`src/pdm_pkg.sv`:
```
// package: register map, field layout and constants of the density modulator
package pdm_pkg;

  // ----------------------------------------------------------------
  // register indexes and byte addresses (byte address = 4 * index)
  // ----------------------------------------------------------------
  localparam logic [7:0] IDX_MUX  = 8'h27;
  localparam logic [7:0] IDX_DHI  = 8'h30;
  localparam logic [7:0] IDX_DLO  = 8'h31;
  localparam logic [7:0] IDX_CTL  = 8'h36;
  localparam logic [7:0] ADDR_MUX = {IDX_MUX[5:0], 2'b00};
  localparam logic [7:0] ADDR_DHI = {IDX_DHI[5:0], 2'b00};
  localparam logic [7:0] ADDR_DLO = {IDX_DLO[5:0], 2'b00};
  localparam logic [7:0] ADDR_CTL = {IDX_CTL[5:0], 2'b00};

  // ----------------------------------------------------------------
  // field positions and widths
  // ----------------------------------------------------------------
  localparam int MUX_SEL_BIT = 4;
  localparam int CTL_EN_BIT  = 4;
  localparam int SEL_W       = 3;
  localparam int PRE_W       = 7;
  localparam int DENS_W      = 16;
  localparam int SYNC_STAGES = 3;

  // ----------------------------------------------------------------
  // values after reset
  // ----------------------------------------------------------------
  localparam logic [7:0] RST_MUX = 8'h00;
  localparam logic [7:0] RST_DHI = 8'h00;
  localparam logic [7:0] RST_DLO = 8'h00;
  localparam logic [7:0] RST_CTL = 8'h00;

  // ----------------------------------------------------------------
  // bus answers and register selection
  // ----------------------------------------------------------------
  localparam logic [1:0] RESP_OKAY   = 2'b00;
  localparam logic [1:0] RESP_SLVERR = 2'b10;

  typedef enum logic [2:0] {
    PDM_REG_NONE = 3'b000,
    PDM_REG_MUX  = 3'b001,
    PDM_REG_DHI  = 3'b010,
    PDM_REG_DLO  = 3'b011,
    PDM_REG_CTL  = 3'b100
  } pdm_reg_t;

endpackage

```
`src/pdm_modulator.sv`:
```
// module: pulse density modulator with axi4-lite registers and pin mux
//
// Notes on behaviour
// the pin carries the modulator output when mux bit 4 is 1, else gpio.
// control bit 4 enables the modulator; at 0 it is held disabled.
// base clock is the main clock divided by 2 to the 3-bit selector.
// base clock yields 16 weighted pulses, pulse k at base/2^(16-k).
// density bit k includes weighted pulse k in the combined output.
// output duty equals density word over 65536, any word 0 to 65535.
// density word is held as high byte at 30h and low byte at 31h, r/w.
// for constant high, software returns the pin to gpio driven at 1.
// unimplemented bits of mux and control ignore writes and read 0.
// software enables, picks divider, loads word, sets direction, mux.
// weighted pulses sit in disjoint one-base-tick slots of a counter.
// a density bit of 1 includes its pulse, a 0 leaves it out.
//
// The AXI4-Lite slave port was decided locally.
`timescale 1ns/1ps
module pdm_modulator #(
  parameter int ADDR_W = 8
) (
  input  wire logic              sys_clk,
  input  wire logic              rst,
  input  wire logic [ADDR_W-1:0] s_axi_awaddr,
  input  wire logic [2:0]        s_axi_awprot,
  input  wire logic              s_axi_awvalid,
  output logic                   s_axi_awready,
  input  wire logic [31:0]       s_axi_wdata,
  input  wire logic [3:0]        s_axi_wstrb,
  input  wire logic              s_axi_wvalid,
  output logic                   s_axi_wready,
  output logic [1:0]             s_axi_bresp,
  output logic                   s_axi_bvalid,
  input  wire logic              s_axi_bready,
  input  wire logic [ADDR_W-1:0] s_axi_araddr,
  input  wire logic [2:0]        s_axi_arprot,
  input  wire logic              s_axi_arvalid,
  output logic                   s_axi_arready,
  output logic [31:0]            s_axi_rdata,
  output logic [1:0]             s_axi_rresp,
  output logic                   s_axi_rvalid,
  input  wire logic              s_axi_rready,
  input  wire logic              gpio_out_data,
  input  wire logic              port_two_direction,
  output logic                   gpio_in_data,
  input  wire logic              port_two_bit_two_pin_i,
  output logic                   port_two_bit_two_pin_o,
  output logic                   port_two_bit_two_pin_oe
);

  // the decoder compares 8-bit byte addresses with bits 1:0 ignored
  if (ADDR_W < 8) begin : g_addr_w_check
    $error("pdm_modulator: ADDR_W must be at least 8");
  end

  // ----------------------------------------------------------------
  // address decode
  // ----------------------------------------------------------------
  function automatic pdm_pkg::pdm_reg_t pdm_decode(
    input logic [ADDR_W-1:0] a
  );
    logic [ADDR_W-1:0] w;
    w = {a[ADDR_W-1:2], 2'b00};
    if (w == ADDR_W'(pdm_pkg::ADDR_MUX)) begin
      return pdm_pkg::PDM_REG_MUX;
    end else if (w == ADDR_W'(pdm_pkg::ADDR_DHI)) begin
      return pdm_pkg::PDM_REG_DHI;
    end else if (w == ADDR_W'(pdm_pkg::ADDR_DLO)) begin
      return pdm_pkg::PDM_REG_DLO;
    end else if (w == ADDR_W'(pdm_pkg::ADDR_CTL)) begin
      return pdm_pkg::PDM_REG_CTL;
    end else begin
      return pdm_pkg::PDM_REG_NONE;
    end
  endfunction

  // ----------------------------------------------------------------
  // write channel
  // ----------------------------------------------------------------
  logic              aw_got_ff;
  logic [ADDR_W-1:0] aw_addr_ff;
  logic              w_got_ff;
  logic [7:0]        w_data_ff;
  logic              w_strb_ff;
  logic              bvalid_ff;
  logic [1:0]        bresp_ff;
  logic              aw_take;
  logic              w_take;
  logic              wr_fire;
  logic [ADDR_W-1:0] wr_addr;
  logic [7:0]        wr_data;
  logic              wr_strb;
  pdm_pkg::pdm_reg_t wr_idx;

  assign s_axi_awready = !aw_got_ff && !bvalid_ff;
  assign s_axi_wready  = !w_got_ff && !bvalid_ff;
  assign aw_take = s_axi_awvalid && s_axi_awready;
  assign w_take  = s_axi_wvalid && s_axi_wready;
  assign wr_fire = (aw_got_ff || aw_take) && (w_got_ff || w_take);
  assign wr_addr = aw_take ? s_axi_awaddr : aw_addr_ff;
  assign wr_data = w_take ? s_axi_wdata[7:0] : w_data_ff;
  assign wr_strb = w_take ? s_axi_wstrb[0] : w_strb_ff;
  assign wr_idx  = pdm_decode(wr_addr);
  assign s_axi_bvalid = bvalid_ff;
  assign s_axi_bresp  = bresp_ff;

  always_ff @(posedge sys_clk or posedge rst) begin
    if (rst) begin
      aw_got_ff  <= 1'b0;
      aw_addr_ff <= '0;
      w_got_ff   <= 1'b0;
      w_data_ff  <= 8'h00;
      w_strb_ff  <= 1'b0;
      bvalid_ff  <= 1'b0;
      bresp_ff   <= pdm_pkg::RESP_OKAY;
    end else if (wr_fire) begin
      aw_got_ff <= 1'b0;
      w_got_ff  <= 1'b0;
      bvalid_ff <= 1'b1;
      bresp_ff  <= (wr_idx == pdm_pkg::PDM_REG_NONE) ?
                   pdm_pkg::RESP_SLVERR : pdm_pkg::RESP_OKAY;
    end else begin
      if (aw_take) begin
        aw_got_ff  <= 1'b1;
        aw_addr_ff <= s_axi_awaddr;
      end
      if (w_take) begin
        w_got_ff  <= 1'b1;
        w_data_ff <= s_axi_wdata[7:0];
        w_strb_ff <= s_axi_wstrb[0];
      end
      if (bvalid_ff && s_axi_bready) begin
        bvalid_ff <= 1'b0;
      end
    end
  end

  // ----------------------------------------------------------------
  // registers
  // ----------------------------------------------------------------
  logic                          pin_modulator_select_ff;
  logic [pdm_pkg::DENS_W-1:0]    density_word_ff;
  logic                          modulator_enable_ff;
  logic [pdm_pkg::SEL_W-1:0]     base_clock_divider_select_ff;
  logic                          wr_ok;

  // only byte lane 0 carries register data; other lanes are ignored
  assign wr_ok = wr_fire && wr_strb;

  always_ff @(posedge sys_clk or posedge rst) begin
    if (rst) begin
      pin_modulator_select_ff <= pdm_pkg::RST_MUX[pdm_pkg::MUX_SEL_BIT];
      density_word_ff         <= {pdm_pkg::RST_DHI, pdm_pkg::RST_DLO};
      modulator_enable_ff     <= pdm_pkg::RST_CTL[pdm_pkg::CTL_EN_BIT];
      base_clock_divider_select_ff <= pdm_pkg::RST_CTL[pdm_pkg::SEL_W-1:0];
    end else if (wr_ok) begin
      case (wr_idx)
        pdm_pkg::PDM_REG_MUX: begin
          pin_modulator_select_ff <= wr_data[pdm_pkg::MUX_SEL_BIT];
        end
        pdm_pkg::PDM_REG_DHI: begin
          density_word_ff[15:8] <= wr_data;
        end
        pdm_pkg::PDM_REG_DLO: begin
          density_word_ff[7:0] <= wr_data;
        end
        pdm_pkg::PDM_REG_CTL: begin
          modulator_enable_ff <= wr_data[pdm_pkg::CTL_EN_BIT];
          base_clock_divider_select_ff <= wr_data[pdm_pkg::SEL_W-1:0];
        end
        default: begin
        end
      endcase
    end
  end

  // ----------------------------------------------------------------
  // read channel
  // ----------------------------------------------------------------
  logic              rvalid_ff;
  logic [7:0]        rdata_ff;
  logic [1:0]        rresp_ff;
  logic              rd_fire;
  pdm_pkg::pdm_reg_t rd_idx;
  logic [7:0]        rd_byte;
  logic [7:0]        mux_view;
  logic [7:0]        ctl_view;

  assign s_axi_arready = !rvalid_ff;
  assign rd_fire = s_axi_arvalid && s_axi_arready;
  assign rd_idx  = pdm_decode(s_axi_araddr);
  // unimplemented positions are simply never stored, so they read 0
  assign mux_view = 8'(pin_modulator_select_ff) << pdm_pkg::MUX_SEL_BIT;
  assign ctl_view = (8'(modulator_enable_ff) << pdm_pkg::CTL_EN_BIT) |
                    8'(base_clock_divider_select_ff);
  assign rd_byte =
    (rd_idx == pdm_pkg::PDM_REG_MUX) ? mux_view :
    (rd_idx == pdm_pkg::PDM_REG_DHI) ? density_word_ff[15:8] :
    (rd_idx == pdm_pkg::PDM_REG_DLO) ? density_word_ff[7:0] :
    (rd_idx == pdm_pkg::PDM_REG_CTL) ? ctl_view : 8'h00;
  assign s_axi_rvalid = rvalid_ff;
  assign s_axi_rdata  = {24'h000000, rdata_ff};
  assign s_axi_rresp  = rresp_ff;

  always_ff @(posedge sys_clk or posedge rst) begin
    if (rst) begin
      rvalid_ff <= 1'b0;
      rdata_ff  <= 8'h00;
      rresp_ff  <= pdm_pkg::RESP_OKAY;
    end else if (rd_fire) begin
      rvalid_ff <= 1'b1;
      rdata_ff  <= rd_byte;
      rresp_ff  <= (rd_idx == pdm_pkg::PDM_REG_NONE) ?
                   pdm_pkg::RESP_SLVERR : pdm_pkg::RESP_OKAY;
    end else if (rvalid_ff && s_axi_rready) begin
      rvalid_ff <= 1'b0;
    end
  end

  // ----------------------------------------------------------------
  // base clock divider
  // ----------------------------------------------------------------
  // a tick enable, not a derived clock: avoids a second clock domain
  logic [pdm_pkg::PRE_W-1:0] presc_ff;
  logic [7:0]                sel_onehot;
  logic [pdm_pkg::PRE_W-1:0] div_mask;
  logic                      base_tick;

  assign sel_onehot = 8'h01 << base_clock_divider_select_ff;
  assign div_mask   = 7'(sel_onehot - 8'h01);
  assign base_tick  = modulator_enable_ff &&
                      ((presc_ff & div_mask) == div_mask);

  always_ff @(posedge sys_clk or posedge rst) begin
    if (rst) begin
      presc_ff <= '0;
    end else if (!modulator_enable_ff) begin
      presc_ff <= '0;
    end else begin
      presc_ff <= presc_ff + 7'h01;
    end
  end

  // ----------------------------------------------------------------
  // weighted pulses and density output
  // ----------------------------------------------------------------
  logic [pdm_pkg::DENS_W-1:0] slot_cnt_ff;
  logic [pdm_pkg::DENS_W-1:0] pulse_vec;
  logic                       pdm_out_ff;
  logic                       nxt_pdm_out;

  always_ff @(posedge sys_clk or posedge rst) begin
    if (rst) begin
      slot_cnt_ff <= '0;
    end else if (!modulator_enable_ff) begin
      slot_cnt_ff <= '0;
    end else if (base_tick) begin
      slot_cnt_ff <= slot_cnt_ff + 16'h0001;
    end
  end

  // pulse k fires when counter bit 15-k is the lowest set bit
  for (genvar k = 0; k < pdm_pkg::DENS_W; k++) begin : g_pulse
    localparam logic [15:0] LOW_MASK = 16'((32'h1 << (15 - k)) - 1);
    assign pulse_vec[k] = slot_cnt_ff[15 - k] &&
                          ((slot_cnt_ff & LOW_MASK) == 16'h0000);
  end

  // a set bit includes its pulse; all-ones still misses one slot
  assign nxt_pdm_out = modulator_enable_ff &&
                       |(density_word_ff & pulse_vec);

  always_ff @(posedge sys_clk or posedge rst) begin
    if (rst) begin
      pdm_out_ff <= 1'b0;
    end else begin
      pdm_out_ff <= nxt_pdm_out;
    end
  end

  // ----------------------------------------------------------------
  // pin mux and input synchroniser
  // ----------------------------------------------------------------
  logic                             pin_o_ff;
  logic                             pin_oe_ff;
  logic [pdm_pkg::SYNC_STAGES-1:0]  pin_sync_ff;
  logic                             gpio_in_ff;

  // full duty is only reachable through the gpio path
  always_ff @(posedge sys_clk or posedge rst) begin
    if (rst) begin
      pin_o_ff  <= 1'b0;
      pin_oe_ff <= 1'b0;
    end else begin
      pin_o_ff  <= pin_modulator_select_ff ? pdm_out_ff : gpio_out_data;
      pin_oe_ff <= port_two_direction;
    end
  end

  always_ff @(posedge sys_clk or posedge rst) begin
    if (rst) begin
      pin_sync_ff <= '0;
      gpio_in_ff  <= 1'b0;
    end else begin
      pin_sync_ff <= {pin_sync_ff[1:0], port_two_bit_two_pin_i};
      if (pin_sync_ff[1] == pin_sync_ff[2]) begin
        gpio_in_ff <= pin_sync_ff[2];
      end
    end
  end

  assign port_two_bit_two_pin_o  = pin_o_ff;
  assign port_two_bit_two_pin_oe = pin_oe_ff;
  assign gpio_in_data            = gpio_in_ff;

  // ----------------------------------------------------------------
  // assertions
  // ----------------------------------------------------------------
  logic [7:0] gap_ff;
  logic       gap_ok_ff;
  logic       ctl_wr;

  assign ctl_wr = wr_ok && (wr_idx == pdm_pkg::PDM_REG_CTL);

  always_ff @(posedge sys_clk or posedge rst) begin
    if (rst) begin
      gap_ff    <= 8'h00;
      gap_ok_ff <= 1'b0;
    end else if (!modulator_enable_ff || ctl_wr) begin
      gap_ff    <= 8'h00;
      gap_ok_ff <= 1'b0;
    end else if (base_tick) begin
      gap_ff    <= 8'h00;
      gap_ok_ff <= 1'b1;
    end else begin
      gap_ff <= gap_ff + 8'h01;
    end
  end
endmodule

```
`config.mk`:
```
export PLATFORM = sky130hd
export DESIGN_NAME = pdm_modulator
export DESIGN_NICKNAME = d
export VERILOG_FILES = /design/src/pdm_pkg.sv /design/src/pdm_modulator.sv
export SDC_FILE = /design/constraint.sdc
export NUM_CORES = 1
export LEC_CHECK = 0
export BUFFER_PORTS_ARGS = -buffer_cell sky130_fd_sc_hd__buf_2
export CORE_MARGIN = 2
export CORE_UTILIZATION = 53
export DETAILED_ROUTE_END_ITERATION = 8
export PLACE_DENSITY = 0.89
export SETUP_SLACK_MARGIN = 0.2
export SLEW_MARGIN = 0
export SYNTH_ARGS = -nofsm -noshare
export SYNTH_HDL_FRONTEND = slang
export SYNTH_SLANG_ARGS = --single-unit
```
`constraint.sdc`:
```
create_clock -name sys_clk -period 2.6 [get_ports sys_clk]
set_input_delay 0.13 -clock sys_clk [delete_from_list [all_inputs] [get_ports sys_clk]]
set_output_delay 0.13 -clock sys_clk [all_outputs]
set_load 0.05 [all_outputs]
```
---- Yosys cells after proc, flatten, opt, wreduce, memory -nomap -nowiden ----
Cells that the tools add are included.
word-level totals
  register bits after elaboration ......... 84
  output and inout port bits .............. 44
operators by class
  bitwise operators ....................... 4
  muxes and demuxes ....................... 29
  reduce and logical (&&, ||, !) cells .... 59
  $add $sub $neg .......................... 3
  shift-type cells ........................ 1
  equality and inequality tests ........... 19
operators with widths
  cell                   count
  $logic_not 16->1       15
  $eq 6x6->1 const B     8
  $mux 8                 5
  $mux 16                2
  $logic_and 1x1->1      26
  $mux 3                 8
  $add 16x1->16 const B  1
  $and 16x16->16         1
  $reduce_or 16->1       1
  $eq 3x2->1 const B     4
  $mux 1                 10
  $reduce_and 2->1       5
  $reduce_bool 2->1      4
  $add 7x1->7 const B    1
  $and 7x7->7            1
  $eq 7x7->1             1
  $mux 7                 1
  $shl 1x3->7 const A    1
  $sub 7x1->7 const B    1
  $eq 3x1->1 const B     2
  $eq 3x3->1 const B     2
  $logic_not 3->1        2
  $mux 5                 1
  $or 5x3->5             1
  6 further kinds        11

---- Depth between registers and ports, before layout ----
  depth after elaboration ................. 11
  mapped depth ............................ 8
  gate-level depth less buffers ........... 6

---- Worst setup path after synthesis ----
No wires, ideal clock.
  path kind ............................... flip-flop to flip-flop
  start point ............................. reg bvalid_ff (netlist: s_axi_bvalid)
  end point ............................... reg density_word_ff[10] (netlist bit)
  setup time .............................. 0.125 ns
  setup slack ............................. 0.359 ns
  stages on the path, launching flop included .. 7
  data arrival time ....................... 2.117 ns
  clock period less this slack ............ 2.241 ns
  required time ........................... 2.475 ns
  path buffers ............................ 1
  cells stage by stage .................... dfrtp_1 > buf_6 > nor3b_4 > mux2_4 > and3b_4 > nand2_4 > mux2_2
on the way
  cells in the longest elaborated chain, start to end .. 11
  elaborated cells on any way between the ends .. 22
ends and longest elaborated chain
  element                            line                                      RTL
  from (decl)                        pdm_modulator.sv:85                       logic bvalid_ff;
  from (signal assigned)             pdm_modulator.sv:114                      bvalid_ff <= 1'b0;
  from (signal assigned)             pdm_modulator.sv:119                      bvalid_ff <= 1'b1;
  from (signal assigned)             pdm_modulator.sv:133                      bvalid_ff <= 1'b0;
  $logic_not 1->1 *                  pdm_modulator.sv:95, pdm_modulator.sv:96
  $logic_and 1x1->1                  pdm_modulator.sv:95                       assign s_axi_awready = !aw_got_ff && !bvalid_ff;
  $logic_and 1x1->1                  pdm_modulator.sv:97                       assign aw_take = s_axi_awvalid && s_axi_awready;
  $mux 8                             --
  $eq 6x6->1                         pdm_modulator.sv:70                       end else if (w == ADDR_W'(pdm_pkg::ADDR_CTL)) begin
  $mux 3                             pdm_modulator.sv:70
  $mux 3                             pdm_modulator.sv:68                       end else if (w == ADDR_W'(pdm_pkg::ADDR_DLO)) begin
  $mux 3                             pdm_modulator.sv:66                       end else if (w == ADDR_W'(pdm_pkg::ADDR_DHI)) begin
  $mux 3                             pdm_modulator.sv:64                       if (w == ADDR_W'(pdm_pkg::ADDR_MUX)) begin
  $eq 3x2->1                         pdm_modulator.sv:157                      case (wr_idx)
  $reduce_and 2->1 (no source line)  --
  to (signal assigned)               pdm_modulator.sv:153                      density_word_ff <= {pdm_pkg::RST_DHI, pdm_pkg::RST_DLO};
  to (decl)                          pdm_modulator.sv:142                      logic [pdm_pkg::DENS_W-1:0] density_word_ff;
Every way passes the cells marked *; elsewhere a longest branch is shown, timed or not.
A chain may end at the register's enable or synchronous reset.

---- Final worst setup path ----
  start point ............................. reg bvalid_ff (netlist: s_axi_bvalid)
  end point ............................... reg base_clock_divider_select_ff[0] (netlist bit)
on the way
  cells in the longest elaborated chain, start to end .. 11
  elaborated cells on any way between the ends .. 22
ends and longest elaborated chain
  element                            line                                      RTL
  $logic_not 1->1 *                  pdm_modulator.sv:95, pdm_modulator.sv:96
  $logic_and 1x1->1                  pdm_modulator.sv:95
  $logic_and 1x1->1                  pdm_modulator.sv:97
  $mux 8                             --
  $eq 6x6->1                         pdm_modulator.sv:70
  $mux 3                             pdm_modulator.sv:70
  $mux 3                             pdm_modulator.sv:68
  $mux 3                             pdm_modulator.sv:66
  $mux 3                             pdm_modulator.sv:64
  $eq 3x3->1                         pdm_modulator.sv:157
  $reduce_and 2->1 (no source line)  --
  to (signal assigned)               pdm_modulator.sv:155                      base_clock_divider_select_ff <= pdm_pkg::RST_CTL[pdm_pkg::SEL_W-1:0];
  to (signal assigned)               pdm_modulator.sv:169                      base_clock_divider_select_ff <= wr_data[pdm_pkg::SEL_W-1:0];
  to (decl)                          pdm_modulator.sv:144                      logic [pdm_pkg::SEL_W-1:0] base_clock_divider_select_ff;
Marks and branches as above.

==> impl_metrics.py <==
metrics = {
    "run_status": {
        "outcome": "complete, no violations",
    },
    "min_path": {
        "hold_depth": 2,
        "hold_end": "aw_addr_ff[7]",
        "hp-start": "s_axi_awaddr[7]",
        "hold_path.class": "primary input to flip-flop",
    },
    "floorplanning": {
        "die_y_um": 92.6,
        "die_x_um": 92.6,
        "coreArea_um2": 7650,
        "rows": 32,
        "start_util_pct": 54.4,
        "die_area_um2": 8570,
        "io_pins": 112,
    },
    "synth": {
        "synth_seq_cells": 80,
        "yosysTopAreaCell": "dfrtp_1",
        "syn_area_um2": 4160,
        "yosysSeqAreaShare_pct": 48.1,
        "yosysMostFrequentCell": "dfrtp_1",
        "synth.distinct_cells": 52,
        "synthArstFlopShare_pct": 100,
        "synth_flop_cell": "dfrtp_1",
        "avgSynthCellArea_um2": 11.0,
        "synthCells": 379,
        "yosys-top-cells-count": "dfrtp_1, mux2_2, nand2_1",
        "ys_warn_count": 0,
        "ys_top_cells_by_area": "dfrtp_1, mux2_2, buf_4",
        "synth-edff-count": 0,
        "synth_top_area_share_pct": 48.1,
    },
    "detailed_routing": {
        "wire_per_inst_um": 15.6,
        "wirelength_um": 8530,
        "wl_met3_um": 354,
        "vias": 2993,
        "wl_met1_um": 3710,
        "ant_nets": 0,
        "drt_iter0_markers": 175,
        "route.met2.wl_um": 4220,
        "firstDrtPassIters": 4,
        "highest_layer": "met4",
        "vias_per_cell": 5.48,
        "drc": 0,
    },
    "placement": {
        "place_congestion": 0.847,
        "hpwl_um": 5960,
        "io_buffer_count": 48,
    },
    "pwr": {
        "p_int_mw": 2.58,
        "switching_share_pct": 37.6,
        "p_leak_nw": 2.21,
        "p_clk_share_pct": 22.4,
        "switching_power_mw": 1.55,
        "seq_power_share_pct": 44.2,
        "power_frac_comb_pct": 33.4,
        "ir_drop_mv": 0.369,
        "power_density_nw_per_um2": 886,
    },
    "setup_path": {
        "critical-path-max-stage-delay_ns": 0.50,
        "r2r_setup_slack_ns": 0.43,
        "critPathSlowestCell": "dfrtp_1",
        "endpoint_kind": "flip-flop",
        "r2r-start": "s_axi_bvalid",
        "cp_top_family": "multiplexers",
        "worstPathMaxFanout": 8,
        "r2r_end": "base_clock_divider_select_ff[0]",
        "path_buf_inv": 0,
        "cp-start-kind": "flip-flop",
        "crit_chain": "nor3b_4 > mux2i_1 > nand3_1 > mux2_2",
        "reg2regPathDepth": 4,
        "worstPathRequired_ns": 2.84,
        "cp.arrival_ns": 2.42,
        "criticalPathCategory": "flip-flop to flip-flop",
    },
    "clocking": {
        "clock_latency_ns": 0.36,
        "post-cts-setup-buffer-count": 0,
        "htree_levels": 3,
        "numCtsBuffers": 9,
        "cts.sinks": 80,
        "path_clk_slew_ns": 0.08,
        "clock_path_buffers": 2,
        "cts_resized": 0,
        "cts-root-buf": "clkbuf_8",
        "cts_tree": "built",
    },
    "timing": {
        "setup-tns-final_ns": 0,
        "drv_slew": 0,
        "relSlewSlack_pct": 43.8,
        "period_share_pct": 83.6,
        "finalClockSkew_ns": 0.00823,
        "rsz0062_at_grt": "no",
        "hold_viol": 0,
        "min_period_ns": 2.17,
        "finalSetupViolations": 0,
        "worst_pin_slew_ns": 0.843,
        "max_freq_mhz": 460,
    },
    "global_route": {
        "grt_max_degree": 42,
        "grt_pass1_wl_um": 14000,
        "antenna_found_initial": 0,
        "grt_util_all_layers_pct": 21.2,
        "grt-ovfl-total": 0,
        "grt_pass1_vias": 2945,
    },
    "run": {
        "drv_cap": 0,
    },
    "cells_and_area": {
        "postLayoutCoreUtil_pct": 61.1,
        "drive_gt1_share_pct": 27.9,
        "layout.nets": 511,
        "diodes": 0,
        "area_growth_pct": 12.3,
        "fillers": 609,
    },
}
-- area by class of cell --
class	count	area, µm²	share of cell area (%)
flip-flops and latches	80	2000	42.9
multi-input cells	277	1960	42.1
repair buffers	58	328	7.02
clock buffers	12	145	3.11
well taps	102	128	2.73
clock inverters	4	53.8	1.15
inverters	13	48.8	1.05
-- sequential cells by signal, summed over array words and instances, names as in the netlist, 3 cells and up --
name                          cells
aw_addr_ff                        6
base_clock_divider_select_ff      3
density_word_ff                  16
pin_sync_ff                       3
presc_ff                          7
rdata_ff                          8
slot_cnt_ff                      16
w_data_ff                         8
-- cell usage in the layout, fill, tap and decap left out, types with 5 or more instances in the layout --
| cell type | netlist | routed |
|---|---|---|
| nor2b_1 | 9 | 9 |
| mux2_2 | 44 | 44 |
| nor4_1 | 5 | 5 |
| buf_2 | 0 | 48 |
| o21ai_0 | 10 | 10 |
| a21oi_1 | 18 | 18 |
| and2_1 | 11 | 11 |
| dlygate4sd3_1 | 0 | 5 |
| mux2i_1 | 15 | 15 |
| conb_1 | 1 | 26 |
| nand3_1 | 10 | 10 |
| buf_4 | 27 | 5 |
| clkbuf_8 | 0 | 10 |
| nand2b_1 | 11 | 11 |
| o31ai_1 | 8 | 8 |
| nor2_1 | 12 | 12 |
| inv_1 | 13 | 12 |
| dfrtp_1 | 80 | 80 |
| xnor2_1 | 7 | 7 |
| nand2_1 | 36 | 36 |
-- cells by family (layout without fill, tap and decap cells) --
logic type	count (synthesis)	count (layout)	share of synthesized area [%]
adders and majority gates	5	5	1.44
AOI/OAI and AO/OA	53	53	8.07
buffers and inverters	47	87	6.86
muxes	64	64	17.2
other	1	26	0.0902
xor gates and xnor gates	11	11	2.32
and+or+nand+nor	118	118	15.9
DFF	80	80	48.1
-- metrics by stage --
stage                     instance area, µm²  hold slack (ns)  std cells  total power [mW]  setup slack, ns
after CTS                               4670          0.00763        546              4.14            0.429
after detailed placement                4420            0.240        525              3.20            0.464
after global placement                  4420            0.238        525              3.12            0.527
final                                   4670           0.0138        546              4.14            0.427
after global routing                    4670           0.0138        546              4.34            0.305
after floorplan                         4250            0.161        404              2.89            0.359
-- power by group through the flow --
stage	sequential [mW]	clock, mW	combinational, mW
floorplan	1.82	0	1.07
global route	1.87	0.988	1.49
CTS	1.82	0.933	1.38
detailed placement	1.84	0	1.36
finish	1.83	0.926	1.38
global placement	1.81	0	1.31
-- routing by layer --
metal | up-vias | track usage (%)
met5 | - | 0
met4 | 0 | 12.6
met3 | 21 | 2.93
met2 | 94 | 35.4
met1 | 1480 | 26.1
li1 | 1398 | -
-- worst max path at each step --
stage | slack (ns) | startpoint | endpoint | cells past startpoint
final | 0.43 | s_axi_bvalid | base_clock_divider_select_ff[0] | 4
after global routing | 0.30 | s_axi_bvalid | base_clock_divider_select_ff[0] | 4
after CTS | 0.43 | s_axi_bvalid | base_clock_divider_select_ff[0] | 4
after detailed placement | 0.46 | s_axi_bvalid | base_clock_divider_select_ff[0] | 4
after global placement | 0.53 | s_axi_bvalid | base_clock_divider_select_ff[2] | 4
after floorplan | 0.36 | s_axi_bvalid | density_word_ff[10] | 6
-- timing repair --
action	in CTS	in global routing
hold buffers	5	0
setup endpoints to repair	0	0
hold endpoints to repair	84	0
Note: power is estimated with default switching activity, not from simulation.
